<file path="src/rtl/uirp_pkg.sv">
// shared constants and types of the serial / infrared / pwm controller
// assumes a single synchronous clock domain for all users
package uirp_pkg;

  // ---------------------------------------------------------------
  // register map
  // ---------------------------------------------------------------
  localparam logic [7:0]  UIRP_CTL_ADDR  = 8'h12;
  localparam logic [7:0]  UIRP_DATA_ADDR = 8'h13;

  // ---------------------------------------------------------------
  // rates in hertz
  // ---------------------------------------------------------------
  localparam int          UIRP_BASE_HZ   = 1_843_200;
  localparam int          UIRP_PW_HZ     = 65_536_000;
  localparam int          UIRP_MAX_BAUD  = 115_200;
  localparam int          UIRP_OVS       = UIRP_BASE_HZ / UIRP_MAX_BAUD;

  // ---------------------------------------------------------------
  // data-word field positions and widths
  // ---------------------------------------------------------------
  localparam int          UIRP_PAR_EN_BIT  = 0;
  localparam int          UIRP_PAR_POL_BIT = 5;
  localparam int          UIRP_MODE_LSB    = 12;
  localparam int          UIRP_CAR_EN_BIT  = 14;
  localparam int          UIRP_SINGLE_BIT  = 15;
  localparam int          UIRP_FOLLOW_BIT  = 13;
  localparam int          UIRP_DIV_W       = 12;
  localparam int          UIRP_CAR_W       = 13;
  localparam int          UIRP_PW_W        = 13;

  // ---------------------------------------------------------------
  // reset values and frame counts
  // ---------------------------------------------------------------
  localparam logic [11:0] UIRP_DIV_RST   = 12'h001;
  localparam logic [12:0] UIRP_CAR_RST   = 13'h0001;
  localparam logic [12:0] UIRP_PW_RST    = 13'h0000;
  localparam logic [3:0]  UIRP_RX_MID    = 4'h7;
  localparam logic [3:0]  UIRP_PH_LAST   = 4'hf;
  localparam logic [3:0]  UIRP_FRM_PAR   = 4'hb;
  localparam logic [3:0]  UIRP_FRM_NOPAR = 4'ha;

  // control word, bits 9..0 in register order
  typedef struct packed {
    logic pin_type;
    logic set_carrier;
    logic set_pw;
    logic serial_on;
    logic ir_on;
    logic set_baud;
    logic user_bit;
    logic set_parity;
    logic rx_allow;
    logic tx_allow;
  } uirp_ctl_t;

  // parity-select settings
  typedef struct packed {
    logic carrier_on;
    logic mode_inv;
    logic mode_uart;
    logic polarity;
    logic par_en;
  } uirp_par_t;

  // status high byte, bits 15..10
  typedef struct packed {
    logic stop_missing;
    logic holding_free;
    logic char_available;
    logic parity_fault;
    logic overrun;
    logic irq_source;
  } uirp_stat_t;

  typedef enum logic {UIRP_IDLE, UIRP_RUN} uirp_st_t;

endpackage

</file>
<file path="src/rtl/uirp_top.sv">
// serial transceiver with infrared carrier and one pwm channel
// assumes synchronous pin inputs and a single-cycle strobe register port
// Summary of operation
// - bit rates reach at most 115200 bits per second.
// - parity generated and checked; data bit 0 enables, bit 5 picks even.
// - one stop bit sent; a missing received stop bit sets a flag.
// - data write with no rate, carrier or width select loads a character.
// - baud select loads a 12-bit divisor; rate is 115200 over divisor.
// - carrier select loads 13-bit count; carrier is 1.8432 MHz over twice it.
// - carrier write bit 15 selects single pulse, else continuous.
// - width select loads 13 bits; pulse high lasts value plus one ticks.
// - width-sync bit zero makes the negative output take settings too.
// - carrier mode bit 0 picks user bit or serial data as modulator.
// - carrier mode bit 1 inverts the output waveform.
// - pin-type bit routes serial output to port pin or positive pad.
// - status bit shows last interrupt source: 0 transmit, 1 receive.
// - status exposes overrun, parity fault, character ready, holding free.
// - separate allow bits gate transmit and receive requests.
// - serial and infrared functions enabled separately.
// - parity write bit 14 switches the infrared carrier.
// - pwm output is the carrier gated by the user bit, like infrared.
// - data read gives the received character low, zeros high.
//
// The implementer's own choice: strobed register access.
`timescale 1ns/1ps
module uirp_top
  import uirp_pkg::*;
#(
  parameter int CLK_HZ = 100_000_000
) (
  input  wire logic        clk,
  input  wire logic        rst,
  input  wire logic [7:0]  addr,
  input  wire logic [15:0] wdata,
  input  wire logic        wr,
  input  wire logic        rd,
  output logic      [15:0] rdata,
  input  wire logic        serial_block_on,
  input  wire logic        serial_rx_line,
  output logic             serial_tx_line,
  output logic             pwm_positive_out,
  output logic             pwm_negative_out,
  output logic             positive_drive_pad,
  output logic             positive_pad_active,
  output logic             tx_irq_req,
  output logic             rx_irq_req
);

  // ---------------------------------------------------------------
  // elaboration checks and rate helpers
  // ---------------------------------------------------------------
  if (CLK_HZ <= UIRP_PW_HZ || CLK_HZ >= 2**27) begin : g_chk
    $error("uirp_top: clock rate unusable");
  end

  localparam logic [27:0] CLK_FULL = 28'(CLK_HZ);
  localparam logic [26:0] BASE_INC = 27'(UIRP_BASE_HZ);
  localparam logic [26:0] PW_INC   = 27'(UIRP_PW_HZ);

  // phase accumulator step, msb is the tick
  function automatic logic [27:0] acc_step(input logic [26:0] acc,
                                           input logic [26:0] inc);
    logic [27:0] s;
    s = {1'b0, acc} + {1'b0, inc};
    if (s >= CLK_FULL) acc_step = {1'b1, 27'(s - CLK_FULL)};
    else acc_step = {1'b0, s[26:0]};
  endfunction

  // parity bit for a character
  function automatic logic par_bit(input logic [7:0] d, input logic even);
    par_bit = even ? ^d : ~^d;
  endfunction

  uirp_ctl_t   ctl_r;
  uirp_par_t   par_r;
  uirp_stat_t  st_r;
  logic [11:0] div_r;
  logic [12:0] car_r, pw_r, neg_pw_r;
  logic        single_r, follow_r;
  logic [26:0] base_acc_r, pw_acc_r;
  logic        base_tick_r, pw_tick_r, b16_tick_r;
  logic [11:0] bdiv_cnt_r;
  logic [7:0]  hold_r, rx_buf_r;
  uirp_st_t    tx_st_r, rx_st_r;
  logic [10:0] tx_sh_r;
  logic [3:0]  tx_cnt_r, tx_ph_r, rx_ph_r, rx_idx_r;
  logic [7:0]  rx_sh_r;
  logic        rx_par_r;
  logic        rx_prev_r;
  logic [12:0] car_cnt_r, pw_cnt_r, neg_cnt_r;
  logic        half_r, pulse_r, neg_pulse_r, shot_r;

  logic        wr_ctl, wr_data, rd_ctl, rd_data, wr_char, wr_car, wr_pw, on;
  logic        tx_load, tx_bit, rx_done, rx_bad, start, start_ok;
  logic [3:0]  rx_last;
  logic [11:0] div_lim;
  logic [12:0] car_lim;
  logic        ir_wave, pwm_wave, neg_wave, uart_line;
  logic [27:0] base_s, pw_s;

  // ---------------------------------------------------------------
  // register decode
  // ---------------------------------------------------------------
  assign wr_ctl  = wr && addr == UIRP_CTL_ADDR;
  assign wr_data = wr && addr == UIRP_DATA_ADDR;
  assign rd_ctl  = rd && addr == UIRP_CTL_ADDR;
  assign rd_data = rd && addr == UIRP_DATA_ADDR;
  assign wr_char = wr_data && !ctl_r.set_baud && !ctl_r.set_carrier
                   && !ctl_r.set_pw;
  assign wr_car  = wr_data && ctl_r.set_carrier;
  assign wr_pw   = wr_data && ctl_r.set_pw;
  assign on      = serial_block_on && ctl_r.serial_on;

  // control word and data-word settings
  always_ff @(posedge clk or posedge rst) begin
    if (rst) begin
      ctl_r    <= '0;
      par_r    <= '0;
      div_r    <= UIRP_DIV_RST;
      car_r    <= UIRP_CAR_RST;
      pw_r     <= UIRP_PW_RST;
      neg_pw_r <= UIRP_PW_RST;
      single_r <= 1'b0;
      follow_r <= 1'b0;
    end else begin
      if (wr_ctl) ctl_r <= uirp_ctl_t'(wdata[9:0]);
      if (wr_data && ctl_r.set_parity) begin
        par_r.par_en     <= wdata[UIRP_PAR_EN_BIT];
        par_r.polarity   <= wdata[UIRP_PAR_POL_BIT];
        par_r.mode_uart  <= wdata[UIRP_MODE_LSB];
        par_r.mode_inv   <= wdata[UIRP_MODE_LSB+1];
        par_r.carrier_on <= wdata[UIRP_CAR_EN_BIT];
      end
      if (wr_data && ctl_r.set_baud) div_r <= wdata[UIRP_DIV_W-1:0];
      if (wr_car) begin
        car_r    <= wdata[UIRP_CAR_W-1:0];
        single_r <= wdata[UIRP_SINGLE_BIT];
      end
      if (wr_pw) begin
        pw_r     <= wdata[UIRP_PW_W-1:0];
        follow_r <= wdata[UIRP_FOLLOW_BIT];
        if (!wdata[UIRP_FOLLOW_BIT]) neg_pw_r <= wdata[UIRP_PW_W-1:0];
      end
    end
  end

  // read data, one cycle after the strobe, zero otherwise
  always_ff @(posedge clk or posedge rst) begin
    if (rst) rdata <= 16'h0000;
    else if (rd_ctl) rdata <= {st_r, ctl_r};
    else if (rd_data) rdata <= {8'h00, rx_buf_r};
    else rdata <= 16'h0000;
  end

  // ---------------------------------------------------------------
  // tick generation
  // ---------------------------------------------------------------
  assign base_s  = acc_step(base_acc_r, BASE_INC);
  assign pw_s    = acc_step(pw_acc_r, PW_INC);
  assign div_lim = (div_r == 12'h000) ? 12'h001 : div_r;

  // carrier base and width clocks, then 16x bit-rate tick
  always_ff @(posedge clk or posedge rst) begin
    if (rst) begin
      base_acc_r  <= '0;
      pw_acc_r    <= '0;
      base_tick_r <= 1'b0;
      pw_tick_r   <= 1'b0;
      b16_tick_r  <= 1'b0;
      bdiv_cnt_r  <= 12'h000;
    end else begin
      base_acc_r  <= base_s[26:0];
      base_tick_r <= base_s[27];
      pw_acc_r    <= pw_s[26:0];
      pw_tick_r   <= pw_s[27];
      b16_tick_r  <= 1'b0;
      if (base_tick_r) begin
        if (bdiv_cnt_r >= div_lim - 12'h001) begin
          bdiv_cnt_r <= 12'h000;
          b16_tick_r <= 1'b1;
        end else begin
          bdiv_cnt_r <= bdiv_cnt_r + 12'h001;
        end
      end
    end
  end

  // ---------------------------------------------------------------
  // transmitter
  // ---------------------------------------------------------------
  assign tx_load = on && tx_st_r == UIRP_IDLE && !st_r.holding_free && !wr_char;
  assign tx_bit  = (tx_st_r == UIRP_RUN) ? tx_sh_r[0] : 1'b1;

  // holding register
  always_ff @(posedge clk or posedge rst) begin
    if (rst) hold_r <= 8'h00;
    else if (wr_char) hold_r <= wdata[7:0];
  end

  // frame shifter
  always_ff @(posedge clk or posedge rst) begin
    if (rst) begin
      tx_st_r  <= UIRP_IDLE;
      tx_sh_r  <= '1;
      tx_cnt_r <= 4'h0;
      tx_ph_r  <= 4'h0;
    end else begin
      case (tx_st_r)
        UIRP_IDLE: begin
          if (tx_load) begin
            tx_st_r <= UIRP_RUN;
            tx_ph_r <= 4'h0;
            if (par_r.par_en) begin
              tx_sh_r  <= {1'b1, par_bit(hold_r, par_r.polarity), hold_r, 1'b0};
              tx_cnt_r <= UIRP_FRM_PAR;
            end else begin
              tx_sh_r  <= {2'b11, hold_r, 1'b0};
              tx_cnt_r <= UIRP_FRM_NOPAR;
            end
          end
        end
        UIRP_RUN: begin
          if (b16_tick_r) begin
            tx_ph_r <= tx_ph_r + 4'h1;
            if (tx_ph_r == UIRP_PH_LAST) begin
              tx_sh_r  <= {1'b1, tx_sh_r[10:1]};
              tx_cnt_r <= tx_cnt_r - 4'h1;
              if (tx_cnt_r == 4'h1) tx_st_r <= UIRP_IDLE;
            end
          end
        end
        default: tx_st_r <= UIRP_IDLE;
      endcase
    end
  end

  // ---------------------------------------------------------------
  // receiver
  // ---------------------------------------------------------------
  assign rx_last = par_r.par_en ? 4'ha : 4'h9;
  assign rx_done = rx_st_r == UIRP_RUN && b16_tick_r && rx_ph_r == UIRP_RX_MID
                   && rx_idx_r == rx_last;
  assign rx_bad  = par_r.par_en && rx_par_r != par_bit(rx_sh_r, par_r.polarity);

  // previous line level, resets to idle high so reset gives no false edge
  always_ff @(posedge clk or posedge rst) begin
    if (rst) rx_prev_r <= 1'b1;
    else rx_prev_r <= serial_rx_line;
  end

  // mid-bit sampling, false starts dropped
  always_ff @(posedge clk or posedge rst) begin
    if (rst) begin
      rx_st_r  <= UIRP_IDLE;
      rx_ph_r  <= 4'h0;
      rx_idx_r <= 4'h0;
      rx_sh_r  <= 8'h00;
      rx_par_r <= 1'b0;
    end else begin
      case (rx_st_r)
        UIRP_IDLE: begin
          if (on && !serial_rx_line && rx_prev_r) begin
            rx_st_r  <= UIRP_RUN;
            rx_ph_r  <= 4'h0;
            rx_idx_r <= 4'h0;
          end
        end
        UIRP_RUN: begin
          if (b16_tick_r) begin
            rx_ph_r <= rx_ph_r + 4'h1;
            if (rx_ph_r == UIRP_RX_MID) begin
              rx_idx_r <= rx_idx_r + 4'h1;
              if (rx_idx_r == 4'h0 && serial_rx_line) rx_st_r <= UIRP_IDLE;
              else if (rx_idx_r != 4'h0 && rx_idx_r <= 4'h8)
                rx_sh_r <= {serial_rx_line, rx_sh_r[7:1]};
              else if (rx_idx_r == 4'h9 && par_r.par_en) rx_par_r <= serial_rx_line;
              if (rx_idx_r == rx_last) rx_st_r <= UIRP_IDLE;
            end
          end
        end
        default: rx_st_r <= UIRP_IDLE;
      endcase
    end
  end

  // received character buffer
  always_ff @(posedge clk or posedge rst) begin
    if (rst) rx_buf_r <= 8'h00;
    else if (rx_done) rx_buf_r <= rx_sh_r;
  end

  // status flags, hardware set wins over clear except holding free, where a character write wins over the load
  always_ff @(posedge clk or posedge rst) begin
    if (rst) begin
      st_r              <= '0;
      st_r.holding_free <= 1'b1;
    end else begin
      if (wr_char) st_r.holding_free <= 1'b0;
      else if (tx_load) st_r.holding_free <= 1'b1;
      st_r.char_available <= rx_done || (st_r.char_available && !rd_data);
      st_r.overrun <= (rx_done && st_r.char_available && !rd_data)
                      || (st_r.overrun && !rd_ctl);
      st_r.parity_fault <= (rx_done && rx_bad) || (st_r.parity_fault && !rd_ctl);
      st_r.stop_missing <= (rx_done && !serial_rx_line)
                           || (st_r.stop_missing && !rd_ctl);
      if (rx_done) st_r.irq_source <= 1'b1;
      else if (tx_load) st_r.irq_source <= 1'b0;
    end
  end

  // interrupt requests
  always_ff @(posedge clk or posedge rst) begin
    if (rst) begin
      tx_irq_req <= 1'b0;
      rx_irq_req <= 1'b0;
    end else begin
      tx_irq_req <= ctl_r.tx_allow && st_r.holding_free;
      rx_irq_req <= ctl_r.rx_allow && st_r.char_available;
    end
  end

  // ---------------------------------------------------------------
  // carrier and pulse width
  // ---------------------------------------------------------------
  assign car_lim  = (car_r == 13'h0000) ? 13'h0001 : car_r;
  assign start    = base_tick_r && car_cnt_r >= car_lim - 13'h0001 && half_r;
  assign start_ok = start && serial_block_on && !(single_r && shot_r);

  // half-period divider of the base clock
  always_ff @(posedge clk or posedge rst) begin
    if (rst) begin
      car_cnt_r <= 13'h0000;
      half_r    <= 1'b0;
    end else if (base_tick_r) begin
      if (car_cnt_r >= car_lim - 13'h0001) begin
        car_cnt_r <= 13'h0000;
        half_r    <= !half_r;
      end else begin
        car_cnt_r <= car_cnt_r + 13'h0001;
      end
    end
  end

  // single-pulse latch, rearmed by a carrier or width write
  always_ff @(posedge clk or posedge rst) begin
    if (rst) shot_r <= 1'b0;
    else if (wr_car || wr_pw) shot_r <= 1'b0;
    else if (start_ok) shot_r <= 1'b1;
  end

  // positive and negative pulse high time
  always_ff @(posedge clk or posedge rst) begin
    if (rst) begin
      pulse_r     <= 1'b0;
      pw_cnt_r    <= 13'h0000;
      neg_pulse_r <= 1'b0;
      neg_cnt_r   <= 13'h0000;
    end else if (start_ok) begin
      pulse_r     <= 1'b1;
      pw_cnt_r    <= 13'h0000;
      neg_pulse_r <= 1'b1;
      neg_cnt_r   <= 13'h0000;
    end else if (pw_tick_r) begin
      if (pulse_r && pw_cnt_r == pw_r) pulse_r <= 1'b0;
      else if (pulse_r) pw_cnt_r <= pw_cnt_r + 13'h0001;
      if (neg_pulse_r && neg_cnt_r == neg_pw_r) neg_pulse_r <= 1'b0;
      else if (neg_pulse_r) neg_cnt_r <= neg_cnt_r + 13'h0001;
    end
  end

  // ---------------------------------------------------------------
  // output waveforms and pin routing
  // ---------------------------------------------------------------
  assign ir_wave   = par_r.carrier_on && ctl_r.ir_on && pulse_r
                     && (par_r.mode_uart ? !tx_bit : ctl_r.user_bit);
  assign pwm_wave  = par_r.carrier_on && pulse_r && ctl_r.user_bit;
  assign neg_wave  = par_r.carrier_on && neg_pulse_r && ctl_r.user_bit;
  assign uart_line = ctl_r.ir_on ? (ir_wave ^ par_r.mode_inv) : tx_bit;

  // registered pads
  always_ff @(posedge clk or posedge rst) begin
    if (rst) begin
      serial_tx_line      <= 1'b1;
      pwm_positive_out    <= 1'b0;
      pwm_negative_out    <= 1'b1;
      positive_drive_pad  <= 1'b0;
      positive_pad_active <= 1'b0;
    end else begin
      serial_tx_line      <= ctl_r.pin_type ? 1'b1 : uart_line;
      pwm_positive_out    <= pwm_wave ^ par_r.mode_inv;
      pwm_negative_out    <= !(neg_wave ^ par_r.mode_inv);
      positive_drive_pad  <= ctl_r.pin_type ? uart_line : (pwm_wave ^ par_r.mode_inv);
      positive_pad_active <= ctl_r.pin_type;
    end
  end
endmodule

</file>
<file path="config.mk">
export PLATFORM = sky130hd
export DESIGN_NAME = uirp_top
export DESIGN_NICKNAME = d
export VERILOG_FILES = /design/src/rtl/uirp_pkg.sv /design/src/rtl/uirp_top.sv
export SDC_FILE = /design/constraint.sdc
export NUM_CORES = 1
export LEC_CHECK = 0
export BUFFER_PORTS_ARGS = -buffer_cell sky130_fd_sc_hd__buf_2
export CORE_MARGIN = 3
export CORE_UTILIZATION = 58
export CTS_BUF_LIST = sky130_fd_sc_hd__clkbuf_8
export DETAILED_ROUTE_END_ITERATION = 6
export GPL_TIMING_DRIVEN = 0
export PLACE_DENSITY = 0.79
export SYNTH_ARGS = -nofsm -noshare
export SYNTH_HDL_FRONTEND = slang
export SYNTH_SLANG_ARGS = --single-unit
</file>
<file path="constraint.sdc">
create_clock -name clk -period 7.85 [get_ports clk]
set_input_delay 1.57 -clock clk [delete_from_list [all_inputs] [get_ports clk]]
set_output_delay 1.57 -clock clk [all_outputs]
set_load 0.03 [all_outputs]
</file>
==> qor.csv <==
stage;metric;value;unit
status;status;completed;
routing;antenna_left;0;
yosys;synth_seq_area_share;48.0;%
sta;fmax;0.216;GHz
floorplanning;core-area;21400;sq um
power_and_ir_drop;p_leak;6.96;nW
yosys;async_reset_ff_share;100;%
power_and_ir_drop;clock_power_share;43.6;%
yosys;synth_cell_types;71;
floorplanning;num_io_pins;53;
sta;tightest_slew;0.944;ns
worst_setup_path;timing.critical_path.from_type;flip-flop;
cts;clock_latency;0.55;ns
sta;relSlewSlack;36.2;%
global_routing;grt_overflow;0;
cells_and_area;syn2layout_area_growth;12.1;%
worst_setup_path;r2r-end;car_cnt_r[6]$_DFFE_PP0P_;
power_and_ir_drop;p_int;1.93;mW
worst_setup_path;worstRegToRegCells;16;
routing;remaining_drc_errors;0;
power_and_ir_drop;seqPwrFrac;51.0;%
cells_and_area;post-route-util;67.3;%
hold_path;holdPathEnd;base_acc_r[12]$_DFFE_PP0N_;
global_routing;antenna_found_initial;0;
routing;vias;9300;
sta;fin_crit;4.63;ns
worst_setup_path;regToRegStartpoint;car_r[8]$_DFFE_PP0P_;
placement;post-dp-hpwl;19.3;mm
placement;gp_congestion;0.887;
global_routing;met2_usage;37.9;%
yosys;synth_area;12900;sq um
worst_setup_path;required;8.30;ns
yosys;syn_avg_cell_area;10.7;sq um
worst_setup_path;critPathKind;flip-flop to flip-flop;
hold_path;holdCritStartpoint;base_acc_r[12]$_DFFE_PP0N_;
cts;post-cts-setup-buffers;0;
sta;hold_violations;0;
cts;clk_pin_slew;0.06;ns
power_and_ir_drop;power.density;177;nW/um^2
placement;port-buffer-count;51;
worst_setup_path;crit_arrival;5.08;ns
flow_run;max-cap-violations;0;
routing;vias_per_cell;5.79;
sta;clock_skew;0.0263;ns
yosys;yosysWarningCount;0;
yosys;synth.area.top_cells;dfrtp_1 (45%), mux2_2 (8.2%), xor2_1 (5.5%);
global_routing;grt_pass1_wl;46.4;mm
power_and_ir_drop;p_sw;0.617;mW
cts;cts_resized;0;
floorplanning;die_w;155;microns
power_and_ir_drop;p_comb_share;5.4;%
cells_and_area;fin_nets;1375;
floorplanning;die_area;24000;sq um
sta;setup_violations;0;
global_routing;use_met1;32.3;%
hold_path;holdCritPathClass;flip-flop to flip-flop;
power_and_ir_drop;ir_drop;0.118;mV
hold_path;min_path_cells;1;
global_routing;busiest_layer;met2;
global_routing;grt_util_all_layers;23.3;%
routing;wire_per_inst;16.9;microns
yosys;synth_top_area_share;44.8;%
sta;maxSlewViolCount;0;
worst_setup_path;cp_max_fo;10;
yosys;synthCells;1198;
global_routing;use_met3;3.76;%
cts;ctsHoldBuffers;0;
cts;cts-htree-levels;2;
floorplanning;die_h;155;microns
power_and_ir_drop;netSwitchingFraction;24.2;%
cts;cts_tree;yes;
yosys;synth-edff-count;0;
global_routing;grt_max_degree;43;
worst_setup_path;end_kind;flip-flop;
routing;drt_iter0_drc;491;
yosys;synth_ff_type;dfrtp_1;
yosys;synth_common_cells;dfrtp_1 (230), mux2_2 (94), xor2_1 (81), xnor2_1 (76), nand2_1 (72);
floorplanning;start_util;60.0;%
yosys;yosysMostFrequentCell;dfrtp_1;
worst_setup_path;rrSetupSlack;3.22;ns
yosys;synth-seq-cells;246;
global_routing;grt_pass1_vias;9444;
yosys;synth_nets;1275;
cts;clock-sinks;246;
sta;rsz0062_at_grt;false;
cts;cts_buffer_depth;3;
routing;drt_wl_total;27.1;mm
cells_and_area;n_antenna_cell;0;
cells_and_area;drive_above_1_share;19.2;%
floorplanning;rows;53;
sta;finalCritPeriodShare;59.0;%
yosys;yosys.area.top_type;dfrtp_1;
routing;first_pass_iters;5;
cts;cts_root_buf;clkbuf_8;
sta;setup_tns;0;ns
cts;numCtsBuffers;41;
==> layer usage <==
layer,routed length [microns],part of all wire [%]
met1,12300,45
met2,13000,48
met3,1130,4.2
met4,739,2.7
met5,0,0
==> per-stage QoR <==
| step | std cells | setup slack, ns | hold WS, ns | power [mW] | area, sq um |
|---|---|---|---|---|---|
| 6_report | 1606 | 3.22 | 0.493 | 2.55 | 14400 |
| 2_1_floorplan | 1198 | 3.06 | 0.413 | 1.40 | 12900 |
| 4_1_cts | 1606 | 3.23 | 0.500 | 2.59 | 14400 |
| 5_1_grt | 1606 | 2.95 | 0.529 | 2.66 | 14400 |
| 3_3_place_gp | 1524 | 1.65 | 0.474 | 1.45 | 13500 |
| 3_5_place_dp | 1530 | 3.28 | 0.486 | 1.46 | 13600 |
==> kinds of logic after synthesis <==
| group | after synthesis | synth area share [%] |
|---|---|---|
| xor gates and xnor gates | 157 | 10.7 |
| AOI/OAI and AO/OA | 189 | 9.38 |
| adders and majority gates | 47 | 4.57 |
| and+or+nand+nor | 356 | 14.6 |
| muxes | 116 | 9.95 |
| DFF | 246 | 48.0 |
| buffers and inverters | 87 | 2.78 |
==> worst max-delay path by stage <==
stage	end	depth (start not counted)	start	slack (ns)
floorplan	b16_tick_r$_DFF_PP0_	1	rst	3.06
global placement	pw_acc_r[11]$_DFFE_PP0N_	2	rst	1.65
detailed placement	car_cnt_r[6]$_DFFE_PP0P_	16	car_r[8]$_DFFE_PP0P_	3.28
CTS	car_cnt_r[6]$_DFFE_PP0P_	16	car_r[8]$_DFFE_PP0P_	3.23
global route	pw_cnt_r[11]$_DFFE_PP0P_	16	car_r[8]$_DFFE_PP0P_	2.95
finish	car_cnt_r[6]$_DFFE_PP0P_	16	car_r[8]$_DFFE_PP0P_	3.22
==> cell type report <==
type,count,area [sq um]
buffer,47,208
clock buffer,52,716
clock inverter,24,113
fill,1621,7010
inverter,40,154
multi-input combinational,865,6320
sequential,246,6180
tap,275,344
timing repair buffer,57,375
==> state kept, by name, summed over array words and instances, names as in the netlist, 13 cells and up <==
register	cells
pw_cnt_r	13
neg_pw_r	13
car_r	13
car_cnt_r	13
base_acc_r	19
pw_r	13
rdata	16
neg_cnt_r	13
pw_acc_r	19
==> cells in the final DEF, fill, tap and decap left out, types with 22 or more instances in the layout <==
cell	count
clkbuf_8	52
nand4_1	26
mux2_2	94
ha_1	47
clkbuf_1	29
o21ai_0	35
dfrtp_1	230
buf_2	61
nor2_1	71
a21oi_1	65
mux2i_1	22
inv_1	53
nand2_1	72
nand3_1	46
nor3_1	29
xor2_1	81
xnor2_1	76
==> power groups by stage <==
| stage | sequential [mW] | clock (mW) | combinational, mW |
|---|---|---|---|
| detailed placement | 1.32 | 0 | 0.140 |
| floorplan | 1.32 | 0 | 0.0837 |
| global route | 1.30 | 1.21 | 0.153 |
| global placement | 1.32 | 0 | 0.128 |
| CTS | 1.30 | 1.15 | 0.140 |
| finish | 1.30 | 1.11 | 0.137 |
==> worst max-delay path, cell delays in order (launching register included) <==
cell and delay [ns]:
dfrtp_1 0.43, or4_1 0.57, nor3_1 0.27, a31oi_1 0.19, ha_1 0.25, nand2_1 0.10
or2_2 0.14, nor2_1 0.06, nand2_1 0.08, xor2_1 0.17, ha_1 0.27, a21o_1 0.18
a21o_1 0.17, a21oi_1 0.59, o21ai_1 0.44, clkbuf_1 0.39, a21oi_1 0.24
Note: power is estimated with default switching activity, not from simulation.
